**config.mk**
```make
export PLATFORM = sky130hd
export DESIGN_NAME = sbsr_status_byte
export DESIGN_NICKNAME = d
export VERILOG_FILES = /design/src/sbsr_pkg.sv /design/src/sbsr_status_byte.sv
export SDC_FILE = /design/constraint.sdc
export NUM_CORES = 1
export LEC_CHECK = 0
export BUFFER_PORTS_ARGS = -buffer_cell sky130_fd_sc_hd__buf_2
export CAP_MARGIN = 25
export CORE_MARGIN = 8
export CORE_UTILIZATION = 50
export DETAILED_ROUTE_END_ITERATION = 10
export PLACE_DENSITY_LB_ADDON = 0.15
export SLEW_MARGIN = 5
export SYNTH_ARGS = -nofsm -noshare
export SYNTH_HDL_FRONTEND = slang
export SYNTH_SLANG_ARGS = --single-unit
```
**constraint.sdc**
```tcl
create_clock -name clk -period 5.18 [get_ports clk]
set_input_delay 1.036 -clock clk [delete_from_list [all_inputs] [get_ports clk]]
set_output_delay 1.036 -clock clk [all_outputs]
set_load 0.02 [all_outputs]
```
**src/sbsr_pkg.sv**
```systemverilog
// Package: constants, selectors and carrier types for the status byte block
package sbsr_pkg;

  localparam int SBSR_REG_W   = 16;
  localparam int SBSR_BYTE_W  = 8;
  localparam int SBSR_TOP_BIT = 15;

  // Status byte bit positions
  localparam int SB_MEAS  = 0;
  localparam int SB_UNUSD = 1;
  localparam int SB_ERRQ  = 2;
  localparam int SB_QUES  = 3;
  localparam int SB_OUTQ  = 4;
  localparam int SB_STD   = 5;
  localparam int SB_SUMM  = 6;
  localparam int SB_OPER  = 7;

  localparam logic [15:0] SBSR_REG_RST  = 16'h0000;
  localparam logic [7:0]  SBSR_BYTE_RST = 8'h00;
  localparam logic [15:0] SBSR_TOP_MASK = 16'h7FFF;
  localparam logic [7:0]  SBSR_SUM_MASK = 8'hBD;

  // Register selector for writes and queries
  typedef enum logic [3:0] {
    SEL_STD_EVT  = 4'h0,
    SEL_STD_ENA  = 4'h1,
    SEL_OPR_COND = 4'h2,
    SEL_OPR_EVT  = 4'h3,
    SEL_OPR_ENA  = 4'h4,
    SEL_MEA_COND = 4'h5,
    SEL_MEA_EVT  = 4'h6,
    SEL_MEA_ENA  = 4'h7,
    SEL_QUE_COND = 4'h8,
    SEL_QUE_EVT  = 4'h9,
    SEL_QUE_ENA  = 4'hA,
    SEL_STB      = 4'hB,
    SEL_SRE      = 4'hC
  } sbsr_sel_t;

  // One-cycle command strobes
  typedef struct packed {
    logic clearStatus;
    logic statusPreset;
    logic queueClear;
    logic systemClear;
    logic resetCmd;
    logic systemPreset;
  } sbsr_cmd_t;

  // Event sources for the four register sets
  typedef struct packed {
    logic [15:0] stdEvent;
    logic [15:0] operCond;
    logic [15:0] operEvent;
    logic [15:0] measCond;
    logic [15:0] measEvent;
    logic [15:0] quesCond;
    logic [15:0] quesEvent;
  } sbsr_src_t;

endpackage : sbsr_pkg

```
**src/sbsr_status_byte.sv**
```systemverilog
// Module: status registers, status byte and service request generation
`timescale 1ns/10ps

// Functional notes
// - Power-on clears every status register; both queues start empty.
// - Reset and system preset commands leave status registers and queues alone.
// - Clear-status zeroes standard, operation, measurement and questionable event registers.
// - Status preset zeroes operation, measurement and questionable enable registers.
// - Standard enable register changes only by its own write.
// - Error queue empties on clear-status, queue clear, system clear; not preset.
// - Writing zero to an enable register clears all its bits.
// - Only enable registers are writable; all others are read-only.
// - Write value is binary-weighted, bit n worth two to the n, 16 bits.
// - Top bit of every 16-bit status register reads zero.
// - Queries return register contents as binary-weighted value.
// - Service request uses an 8-bit status byte and 8-bit mask.
// - Status byte summary bits follow their sources, no latching.
// - Reading standard event register clears it, dropping its summary bit.
// - Byte bits: 0 meas, 2 errq, 3 ques, 4 outq, 5 std, 7 oper.
// - Bit 6 set while any enabled summary bit is set.
// - Bit 6 is request flag on serial poll, master summary on query.
// - Bit 6 is OR of summary bits ANDed with mask bits.
// - Mask clears on power cycle and on write of zero.
// - Mask is writable and readable back by the host.
// - Serial poll clears request flag; master summary stays while cause stays.
// - Enabled summary rising sets request flag and asserts service request.
// - Event bits latch at one until their register is reset.
// - Mask accepts 0 to 255; unaffected by clear-status and status preset.
module sbsr_status_byte
  import sbsr_pkg::*;
(
  input  wire logic        clk,
  input  wire logic        arst_n,
  input  wire sbsr_cmd_t   cmd,
  input  wire sbsr_src_t   src,
  input  wire logic        errQueuePush,
  input  wire logic        outQueueNonEmpty,
  input  wire logic        wrEn,
  input  wire sbsr_sel_t   wrSel,
  input  wire logic [15:0] wrData,
  input  wire logic        rdEn,
  input  wire sbsr_sel_t   rdSel,
  input  wire logic        serialPoll,
  output logic      [15:0] rdData,
  output logic      [7:0]  pollByte,
  output logic             srqOut,
  output logic             errQueueNonEmpty
);

  logic rstMeta, rstSync, rst_n;

  // Reset release through two flops so all state leaves reset on one edge
  always_ff @(posedge clk or negedge arst_n) begin
    if (!arst_n) begin
      rstMeta <= 1'b0;
      rstSync <= 1'b0;
    end else begin
      rstMeta <= 1'b1;
      rstSync <= rstMeta;
    end
  end
  assign rst_n = rstSync;

  logic [15:0] stdEvt, stdEna, oprEvt, oprEna, meaEvt, meaEna, queEvt, queEna;
  logic [15:0] next_stdEvt, next_stdEna, next_oprEvt, next_oprEna;
  logic [15:0] next_meaEvt, next_meaEna, next_queEvt, next_queEna;
  logic [7:0]  srMask, next_srMask;
  logic        errFlag, next_errFlag;
  logic        rqs, next_rqs;
  logic [7:0]  enSum, sumPrev, next_sumPrev;
  logic [7:0]  stbQuery, pollView;
  logic        sumRise;
  logic [15:0] next_rdData;
  logic [7:0]  next_pollByte;
  logic [7:0]  stb;
  logic        mss;
  logic        wrDataSafe;
  logic        evtClear, errClear;

  // Commands that must not touch status state are only carried for visibility
  assign wrDataSafe = cmd.resetCmd | cmd.systemPreset;
  assign evtClear   = cmd.clearStatus;
  assign errClear   = cmd.clearStatus | cmd.queueClear | cmd.systemClear;

  // Summary messages; combinational so they fall the cycle a source clears
  always_comb begin
    stb           = SBSR_BYTE_RST;
    stb[SB_MEAS]  = |(meaEvt & meaEna);
    stb[SB_UNUSD] = 1'b0;
    stb[SB_ERRQ]  = errFlag;
    stb[SB_QUES]  = |(queEvt & queEna);
    stb[SB_OUTQ]  = outQueueNonEmpty;
    stb[SB_STD]   = |(stdEvt & stdEna);
    stb[SB_OPER]  = |(oprEvt & oprEna);
    // Mask bit 6 cannot feed back since the summary mask drops it
    enSum         = stb & srMask & SBSR_SUM_MASK;
    mss           = |enSum;
    // Each enabled bit is edge-checked on its own, so a second cause still requests
    sumRise       = |(enSum & ~sumPrev);
    // Bit 6 means master summary on a query but request flag on a poll
    stbQuery          = stb;
    stbQuery[SB_SUMM] = mss;
    pollView          = stb;
    pollView[SB_SUMM] = rqs;
  end

  // Register state
  always_comb begin
    next_stdEvt   = (stdEvt | src.stdEvent) & SBSR_TOP_MASK;
    next_oprEvt   = (oprEvt | src.operEvent) & SBSR_TOP_MASK;
    next_meaEvt   = (meaEvt | src.measEvent) & SBSR_TOP_MASK;
    next_queEvt   = (queEvt | src.quesEvent) & SBSR_TOP_MASK;
    next_stdEna   = stdEna;
    next_oprEna   = oprEna;
    next_meaEna   = meaEna;
    next_queEna   = queEna;
    next_srMask   = srMask;
    next_errFlag  = errFlag;
    if (evtClear) begin
      // Events in the clear cycle survive; set wins so none is ever lost
      next_stdEvt = src.stdEvent & SBSR_TOP_MASK;
      next_oprEvt = src.operEvent & SBSR_TOP_MASK;
      next_meaEvt = src.measEvent & SBSR_TOP_MASK;
      next_queEvt = src.quesEvent & SBSR_TOP_MASK;
    end else if (rdEn && rdSel == SEL_STD_EVT) begin
      // Events arriving in the read cycle survive the clear
      next_stdEvt = src.stdEvent & SBSR_TOP_MASK;
    end
    if (cmd.statusPreset) begin
      next_oprEna = SBSR_REG_RST;
      next_meaEna = SBSR_REG_RST;
      next_queEna = SBSR_REG_RST;
    end
    // Only enable registers accept writes; value is taken bit-weighted
    if (wrEn) begin
      case (wrSel)
        SEL_STD_ENA: next_stdEna = wrData & SBSR_TOP_MASK;
        SEL_OPR_ENA: next_oprEna = wrData & SBSR_TOP_MASK;
        SEL_MEA_ENA: next_meaEna = wrData & SBSR_TOP_MASK;
        SEL_QUE_ENA: next_queEna = wrData & SBSR_TOP_MASK;
        SEL_SRE:     next_srMask = wrData[SBSR_BYTE_W-1:0];
        default:     next_srMask = srMask;
      endcase
    end
    // Push wins over clear so a new message is not lost
    if (errClear) begin
      next_errFlag = 1'b0;
    end
    if (errQueuePush) begin
      next_errFlag = 1'b1;
    end
  end

  // Request flag: set on an enabled summary rising, cleared by serial poll
  always_comb begin
    next_sumPrev  = enSum;
    next_rqs      = rqs;
    if (serialPoll) begin
      next_rqs = 1'b0;
    end
    if (sumRise) begin
      next_rqs = 1'b1;
    end
  end

  // Read data path
  always_comb begin
    next_rdData   = rdData;
    next_pollByte = pollByte;
    if (serialPoll) begin
      next_pollByte = pollView;
    end
    if (rdEn) begin
      case (rdSel)
        SEL_STD_EVT:  next_rdData = stdEvt;
        SEL_STD_ENA:  next_rdData = stdEna;
        SEL_OPR_COND: next_rdData = src.operCond & SBSR_TOP_MASK;
        SEL_OPR_EVT:  next_rdData = oprEvt;
        SEL_OPR_ENA:  next_rdData = oprEna;
        SEL_MEA_COND: next_rdData = src.measCond & SBSR_TOP_MASK;
        SEL_MEA_EVT:  next_rdData = meaEvt;
        SEL_MEA_ENA:  next_rdData = meaEna;
        SEL_QUE_COND: next_rdData = src.quesCond & SBSR_TOP_MASK;
        SEL_QUE_EVT:  next_rdData = queEvt;
        SEL_QUE_ENA:  next_rdData = queEna;
        SEL_STB:      next_rdData = {SBSR_BYTE_RST, stbQuery};
        SEL_SRE:      next_rdData = {SBSR_BYTE_RST, srMask};
        default:      next_rdData = SBSR_REG_RST;
      endcase
    end
  end

  always_ff @(posedge clk or negedge rst_n) begin
    if (!rst_n) begin
      stdEvt   <= SBSR_REG_RST;
      stdEna   <= SBSR_REG_RST;
      oprEvt   <= SBSR_REG_RST;
      oprEna   <= SBSR_REG_RST;
      meaEvt   <= SBSR_REG_RST;
      meaEna   <= SBSR_REG_RST;
      queEvt   <= SBSR_REG_RST;
      queEna   <= SBSR_REG_RST;
      srMask   <= SBSR_BYTE_RST;
      errFlag  <= 1'b0;
      rqs      <= 1'b0;
      sumPrev  <= SBSR_BYTE_RST;
      rdData   <= SBSR_REG_RST;
      pollByte <= SBSR_BYTE_RST;
    end else begin
      stdEvt   <= next_stdEvt;
      stdEna   <= next_stdEna;
      oprEvt   <= next_oprEvt;
      oprEna   <= next_oprEna;
      meaEvt   <= next_meaEvt;
      meaEna   <= next_meaEna;
      queEvt   <= next_queEvt;
      queEna   <= next_queEna;
      srMask   <= next_srMask;
      errFlag  <= next_errFlag;
      rqs      <= next_rqs;
      sumPrev  <= next_sumPrev;
      rdData   <= next_rdData;
      pollByte <= next_pollByte;
    end
  end

  assign srqOut           = rqs;
  assign errQueueNonEmpty = errFlag;

  a_event_latch: assert property (@(posedge clk) disable iff (!rst_n)
    src.operEvent[0] |=> oprEvt[0])
    else $error("operation event bit did not latch");

  a_clear_status: assert property (@(posedge clk) disable iff (!rst_n)
    evtClear |=> oprEvt == ($past(src.operEvent) & SBSR_TOP_MASK))
    else $error("clear status left event bits");

  a_preset_enables: assert property (@(posedge clk) disable iff (!rst_n)
    (cmd.statusPreset && !wrEn) |=> (meaEna == 16'h0000 && oprEna == 16'h0000))
    else $error("status preset left enable bits");

  a_std_ena_kept: assert property (@(posedge clk) disable iff (!rst_n)
    (!wrEn) |=> $stable(stdEna))
    else $error("standard enable changed without write");

  a_mask_kept: assert property (@(posedge clk) disable iff (!rst_n)
    (!(wrEn && wrSel == SEL_SRE)) |=> $stable(srMask))
    else $error("service request mask changed without write");

  a_top_bit_zero: assert property (@(posedge clk) disable iff (!rst_n)
    rdData[SBSR_TOP_BIT] == 1'b0)
    else $error("top status bit read as one");

  a_summary_or: assert property (@(posedge clk) disable iff (!rst_n)
    (rdEn && rdSel == SEL_STB) |=> rdData[SB_SUMM] == $past(
      (stb[SB_MEAS] & srMask[SB_MEAS]) | (stb[SB_ERRQ] & srMask[SB_ERRQ]) |
      (stb[SB_QUES] & srMask[SB_QUES]) | (stb[SB_OUTQ] & srMask[SB_OUTQ]) |
      (stb[SB_STD] & srMask[SB_STD]) | (stb[SB_OPER] & srMask[SB_OPER])))
    else $error("master summary mismatch");

  a_rqs_rise: assert property (@(posedge clk) disable iff (!rst_n)
    sumRise |=> srqOut)
    else $error("request not raised on summary rise");

  a_poll_clears: assert property (@(posedge clk) disable iff (!rst_n)
    (serialPoll && !sumRise) |=> !srqOut)
    else $error("serial poll did not clear request");

  a_std_read_clr: assert property (@(posedge clk) disable iff (!rst_n)
    (rdEn && rdSel == SEL_STD_EVT && src.stdEvent == 16'h0000) |=> stdEvt == 16'h0000)
    else $error("standard event read did not clear");

  a_err_queue: assert property (@(posedge clk) disable iff (!rst_n)
    (errClear && !errQueuePush) |=> !errQueueNonEmpty)
    else $error("error queue not emptied");

  a_unchanged_rst: assert property (@(posedge clk) disable iff (!rst_n)
    (wrDataSafe && !wrEn && !cmd.statusPreset) |=> $stable(srMask) && $stable(queEna))
    else $error("reset command disturbed status state");

  // Host-visible views of the status byte and the request flag
  a_query_unused: assert property (@(posedge clk) disable iff (!rst_n)
    (rdEn && rdSel == SEL_STB)
      |=> (rdData[SB_UNUSD] == 1'b0 && rdData[SBSR_REG_W-1:SBSR_BYTE_W] == SBSR_BYTE_RST))
    else $error("unused status byte bits read as one");

  a_query_errq: assert property (@(posedge clk) disable iff (!rst_n)
    (rdEn && rdSel == SEL_STB) |=> rdData[SB_ERRQ] == $past(errQueueNonEmpty))
    else $error("error queue summary wrong in status byte");

  a_query_outq: assert property (@(posedge clk) disable iff (!rst_n)
    (rdEn && rdSel == SEL_STB) |=> rdData[SB_OUTQ] == $past(outQueueNonEmpty))
    else $error("output queue summary wrong in status byte");

  a_poll_request: assert property (@(posedge clk) disable iff (!rst_n)
    serialPoll |=> pollByte[SB_SUMM] == $past(srqOut))
    else $error("poll byte does not carry request flag");

  a_poll_outq: assert property (@(posedge clk) disable iff (!rst_n)
    serialPoll |=> pollByte[SB_OUTQ] == $past(outQueueNonEmpty))
    else $error("poll byte output queue bit wrong");

  a_srq_held: assert property (@(posedge clk) disable iff (!rst_n)
    (srqOut && !serialPoll) |=> srqOut)
    else $error("request flag dropped without serial poll");

  a_srq_quiet: assert property (@(posedge clk) disable iff (!rst_n)
    (!srqOut && !sumRise) |=> !srqOut)
    else $error("request flag raised without summary rise");

  // Register writes and reads
  a_mask_write: assert property (@(posedge clk) disable iff (!rst_n)
    (wrEn && wrSel == SEL_SRE) |=> srMask == $past(wrData[SBSR_BYTE_W-1:0]))
    else $error("service request mask write lost");

  a_std_ena_zero: assert property (@(posedge clk) disable iff (!rst_n)
    (wrEn && wrSel == SEL_STD_ENA && wrData == SBSR_REG_RST) |=> stdEna == SBSR_REG_RST)
    else $error("zero write left standard enable bits");

  a_ena_write: assert property (@(posedge clk) disable iff (!rst_n)
    (wrEn && wrSel == SEL_OPR_ENA) |=> oprEna == ($past(wrData) & SBSR_TOP_MASK))
    else $error("operation enable write not bit-weighted");

  a_evt_readonly: assert property (@(posedge clk) disable iff (!rst_n)
    (wrEn && wrSel == SEL_OPR_EVT && src.operEvent == SBSR_REG_RST && !evtClear)
      |=> $stable(oprEvt))
    else $error("event register took a host write");

  a_err_preset: assert property (@(posedge clk) disable iff (!rst_n)
    (cmd.statusPreset && !errClear && !errQueuePush) |=> $stable(errQueueNonEmpty))
    else $error("status preset disturbed error queue");

  a_clr_keeps_ena: assert property (@(posedge clk) disable iff (!rst_n)
    (evtClear && !wrEn && !cmd.statusPreset)
      |=> ($stable(stdEna) && $stable(oprEna) && $stable(meaEna) && $stable(queEna)))
    else $error("clear status disturbed enable bits");

  a_std_evt_sticky: assert property (@(posedge clk) disable iff (!rst_n)
    (stdEvt[0] && !evtClear && !(rdEn && rdSel == SEL_STD_EVT))
      |=> stdEvt[0])
    else $error("standard event bit dropped without clear");

  a_cond_read: assert property (@(posedge clk) disable iff (!rst_n)
    (rdEn && rdSel == SEL_MEA_COND) |=> rdData == ($past(src.measCond) & SBSR_TOP_MASK))
    else $error("condition query value wrong");

  a_std_read_data: assert property (@(posedge clk) disable iff (!rst_n)
    (rdEn && rdSel == SEL_STD_EVT) |=> rdData == $past(stdEvt))
    else $error("standard event query value wrong");

endmodule : sbsr_status_byte

```
# After elaboration in Yosys (flattened, before gate mapping)
# Cells that the tools add are included.
# op_classes
n_eq_ne	17
muxes	19
n_bitwise	13
n_reduce_logical	12
# ops
cell	n
16-bit one-hot mux with 13 select lines	1
16-bit two-way mux	9
15-bit two-way mux	5
16-bit OR reduction	4
15-bit bitwise OR	4
15-bit by 16-bit AND with 16-bit output	3
4-bit == test, second input constant	7
4-bit by 3-bit == test with 1-bit output, second input constant	6
8-bit AND	2
15-bit AND	1
4-bit by 1-bit == test with 1-bit output, second input constant	2
4-bit by 2-bit == test with 1-bit output, second input constant	2
8-bit inverter	1
8-bit OR reduction	1
6-bit OR reduction	1
4-bit logical NOT	1
1-bit two-way mux	4
2-bit AND reduction	2
2-bit nonzero test	2
1-bit bitwise OR	2
1-bit logical AND	1
# totals
regBits	164
out_inout_bits	26
wordCells	77

# Longest topological paths before layout
# logic_depth
depth_word	6
mapped_depth	8
depth_no_buf	5

# Least setup slack after synthesis
# Ideal clock, no wire load.
# synth_path
kind	input to register
from	in rdSel[2]
to	reg rdData[1]
setup_time_ns	0.125
arrival_ns	2.263
required_time_ns	5.055
slack_ns	2.792
path_stages	7
path_buffers	2
cell_sequence	buf_4 buf_2 mux2_2 a22oi_1 o311ai_0 a221oi_1 o2bb2ai_1
# synth_via
elab_chain_cells	2
# synth_rtl
item	line_no	rtl
start, declared	sbsr_status_byte.sv:42	input wire sbsr_sel_t rdSel,
4-bit == test, or another cell as far along	sbsr_status_byte.sv:174	case (rdSel)
16-bit one-hot mux with 13 select lines *	sbsr_status_byte.sv:174	
end signal, assigned	sbsr_status_byte.sv:222	rdData <= next_rdData;
end, declared	sbsr_status_byte.sv:44	output logic [15:0] rdData,
# Every way passes the cells marked *; elsewhere a longest branch is shown, timed or not.
# A chain may end at the register's enable or synchronous reset.

# Final worst setup path
# layout_path
from	in rdSel[0]
to	reg rdData[10]
# Same word-level chain as after synthesis.

==> qor.txt <==
Run status -> finished, final reports clean
Cells after Synth -> 755
Drt drc -> 0
Min Tclk post-route -> 3370 ps
Clock buffer count from CTS -> 17
DR iter-0 viols -> 981
CTS tree -> yes
FF+latch area -> 0.00411 sq mm
Number of flops mapped to enable cells by yosys -> 0
Clk slew on worst S/H paths -> 70 ps
Synth Warn # -> 0
Fin. max-slew vios -> 0
GR Overflow Total -> 0
Yosys reg bits -> 164
Max-cap violations -> 0
CTS Hold Bufs -> 0
Synth Flop Type -> dfrtp_1
Bufs on Longest Clock Path -> 2
Non-Filler Instances -> 1,128
Row count -> 46
Fin crit share -> 0.650
Dpl cells -> 1,094
Final wirelength -> 31,100 microns
Power Density -> 351 mW/mm^2
Ys async rst share -> 1.00
Power Total -> 3.39 mW
Max layer used -> met5
Main area contributors after synthesis -> dfrtp_1, a21o_1, mux2_2
Total die area -> 0.0205 sq mm
IO buf count -> 163
Yosys top cell by area -> dfrtp_1
Peak supply drop -> 0.226 mV
Mapped Area -> 0.00807 sq mm
Worst hold path class -> input port to asynchronous set/reset pin
Vias -> 7,270
Worst path arrival time -> 3650 ps
Max Fclk -> 297 MHz
Worst-Skew Late Latency -> 430 ps
# resized after CTS -> 0
Die height -> 143 microns
H-tree depth -> 4
First-pass GRT wire length -> 45,800 microns
Leak pwr -> 4.50 nW
Routed vias/inst -> 6.45
Initial core utilization -> 0.510
Final setup fails -> 0
Routed wl met3 -> 2990 microns
Syn_nets -> 904
Routability cong. -> 0.985
Fillers -> 1,349
First drt pass iteration count -> 6
Commonest non-fill, non-tap cells in the layout -> dfrtp_1, buf_2, nand2_1
CP Class -> input port to flip-flop
Worst Skew -> 6.86 ps
Setup TNS -> 0 ps
Initial antenna violation count -> 1
Core ar. -> 0.0158 sq mm
Met2 Routed Length -> 14,100 microns
Final hold vios -> 0
Largest net degree at the start of global routing -> 57
Routed length on met1 -> 12,800 microns
Clock root cell -> clkbuf_16
DRT antenna net count -> 0
Post-synth top area share -> 0.509
CP Capture Type -> flip-flop
Area grow syn2layout -> 19.7%
CP Data Required Time -> 5460 ps
Boundary Pins -> 175
Wire per inst -> 27.6 microns
Crit start category -> input port
Layout net count -> 1,047
Crit-path max FO -> 36
Gr usage total -> 0.307
CTS sink cnt -> 164
Mean post-synth cell area -> 10.7 sq um
Multi-input gate area -> 0.00367 sq mm
DPL Wire Length -> 23,400 microns
Die X -> 143 microns
Measured slew at the worst slew-check pin -> 1040 ps
Post-CTS setup buffers -> 0
Distinct cells, synth -> 65
RSZ-0062 raised after global routing -> no
Slew HR -> 0.303
Vias in the first global route -> 7,290
Seq/Total Area, Yosys -> 0.509
Layout cells sized above 1 -> 0.291
==> final timing paths <==
kind,from,end,slack [ps],cells after the start
worst max-delay path,rdSel[0],rdData[10],1810,7
max in group asynchronous,rstSync,rdData[13],3540,1
worst min-delay path,arst_n,rstMeta,370,1
worst min register to register,rstMeta,rstSync,370,0
min in group clk,rstMeta,rstSync,370,0
worst max register to register,stdEvt[1],srqOut,2820,5
==> where the power goes <==
group          internal [mW]  switching [mW]  total (mW)
Combinational          0.213           0.292       0.505
Sequential              1.40           0.119        1.52
Clock                  0.783           0.584        1.37
Total                   2.39           0.995        3.39
==> worst max-delay path: stages <==
cell and delay (ps):
buf_2 640, buf_4 360, mux2_2 370, a22oi_1 170, o41ai_1 110, a2111oi_0 830
o2bb2ai_1 120
==> area by class of cell <==
type	instances	share of cell area
sequential	164	0.425
inverter	14	0.00544
antenna	1	0.000259
clock inverter	15	0.0222
tap	216	0.0280
timing repair buffer	176	0.0946
clock buffer	17	0.0441
multi-input combinational	525	0.380
==> through the flow <==
stage / area, sq um / hold slack, ps / worst slack, ps / utilization
3_3_place_gp: 9000 / 339 / 1560 / 0.569
3_5_place_dp: 9000 / 351 / 1470 / 0.569
5_1_grt: 9650 / 359 / 1680 / 0.610
2_1_floorplan: 8070 / 331 / 272 / -
4_1_cts: 9640 / 358 / 1920 / 0.609
6_report: 9660 / 365 / 1810 / 0.610
==> per-layer routing <==
metal,up-vias,global-route usage
li1,3106,-
met1,3627,0.408
met2,457,0.462
met3,78,0.0728
met4,2,0.154
met5,-,0
==> sequential cells by signal, indices dropped and copies added (netlist names), 6 cells and up <==
name and count:
queEna 16, oprEna 16, oprEvt 15, srMask 8, queEvt 15, rdData 16, sumPrev 6, meaEna 16
stdEvt 15, pollByte 7, meaEvt 15, stdEna 15
==> synth_stat cells (all sizes together), types with 4 or more instances <==
cell type,count
dfrtp,164
nand2,80
a21o,63
a22oi,51
o21ai,45
mux2,41
nand2b,32
clkbuf,28
buf,24
nand3,19
nand3b,16
nor2,15
inv,14
o2bb2ai,13
nor3,12
a22o,11
a21oi,10
a222oi,10
nor2b,10
nor3b,9
mux2i,8
a221oi,7
a32oi,6
and2,5
and3,5
o31ai,5
and3b,4
nor4b,4
nor4bb,4
==> cells by family after synthesis <==
group | synth area share
compound gates | 0.226
simple gates | 0.154
flops | 0.509
buf+inv | 0.0392
mux | 0.0704
other cells | 0.000931
No activity file was read; power rests on OpenSTA's default activity.
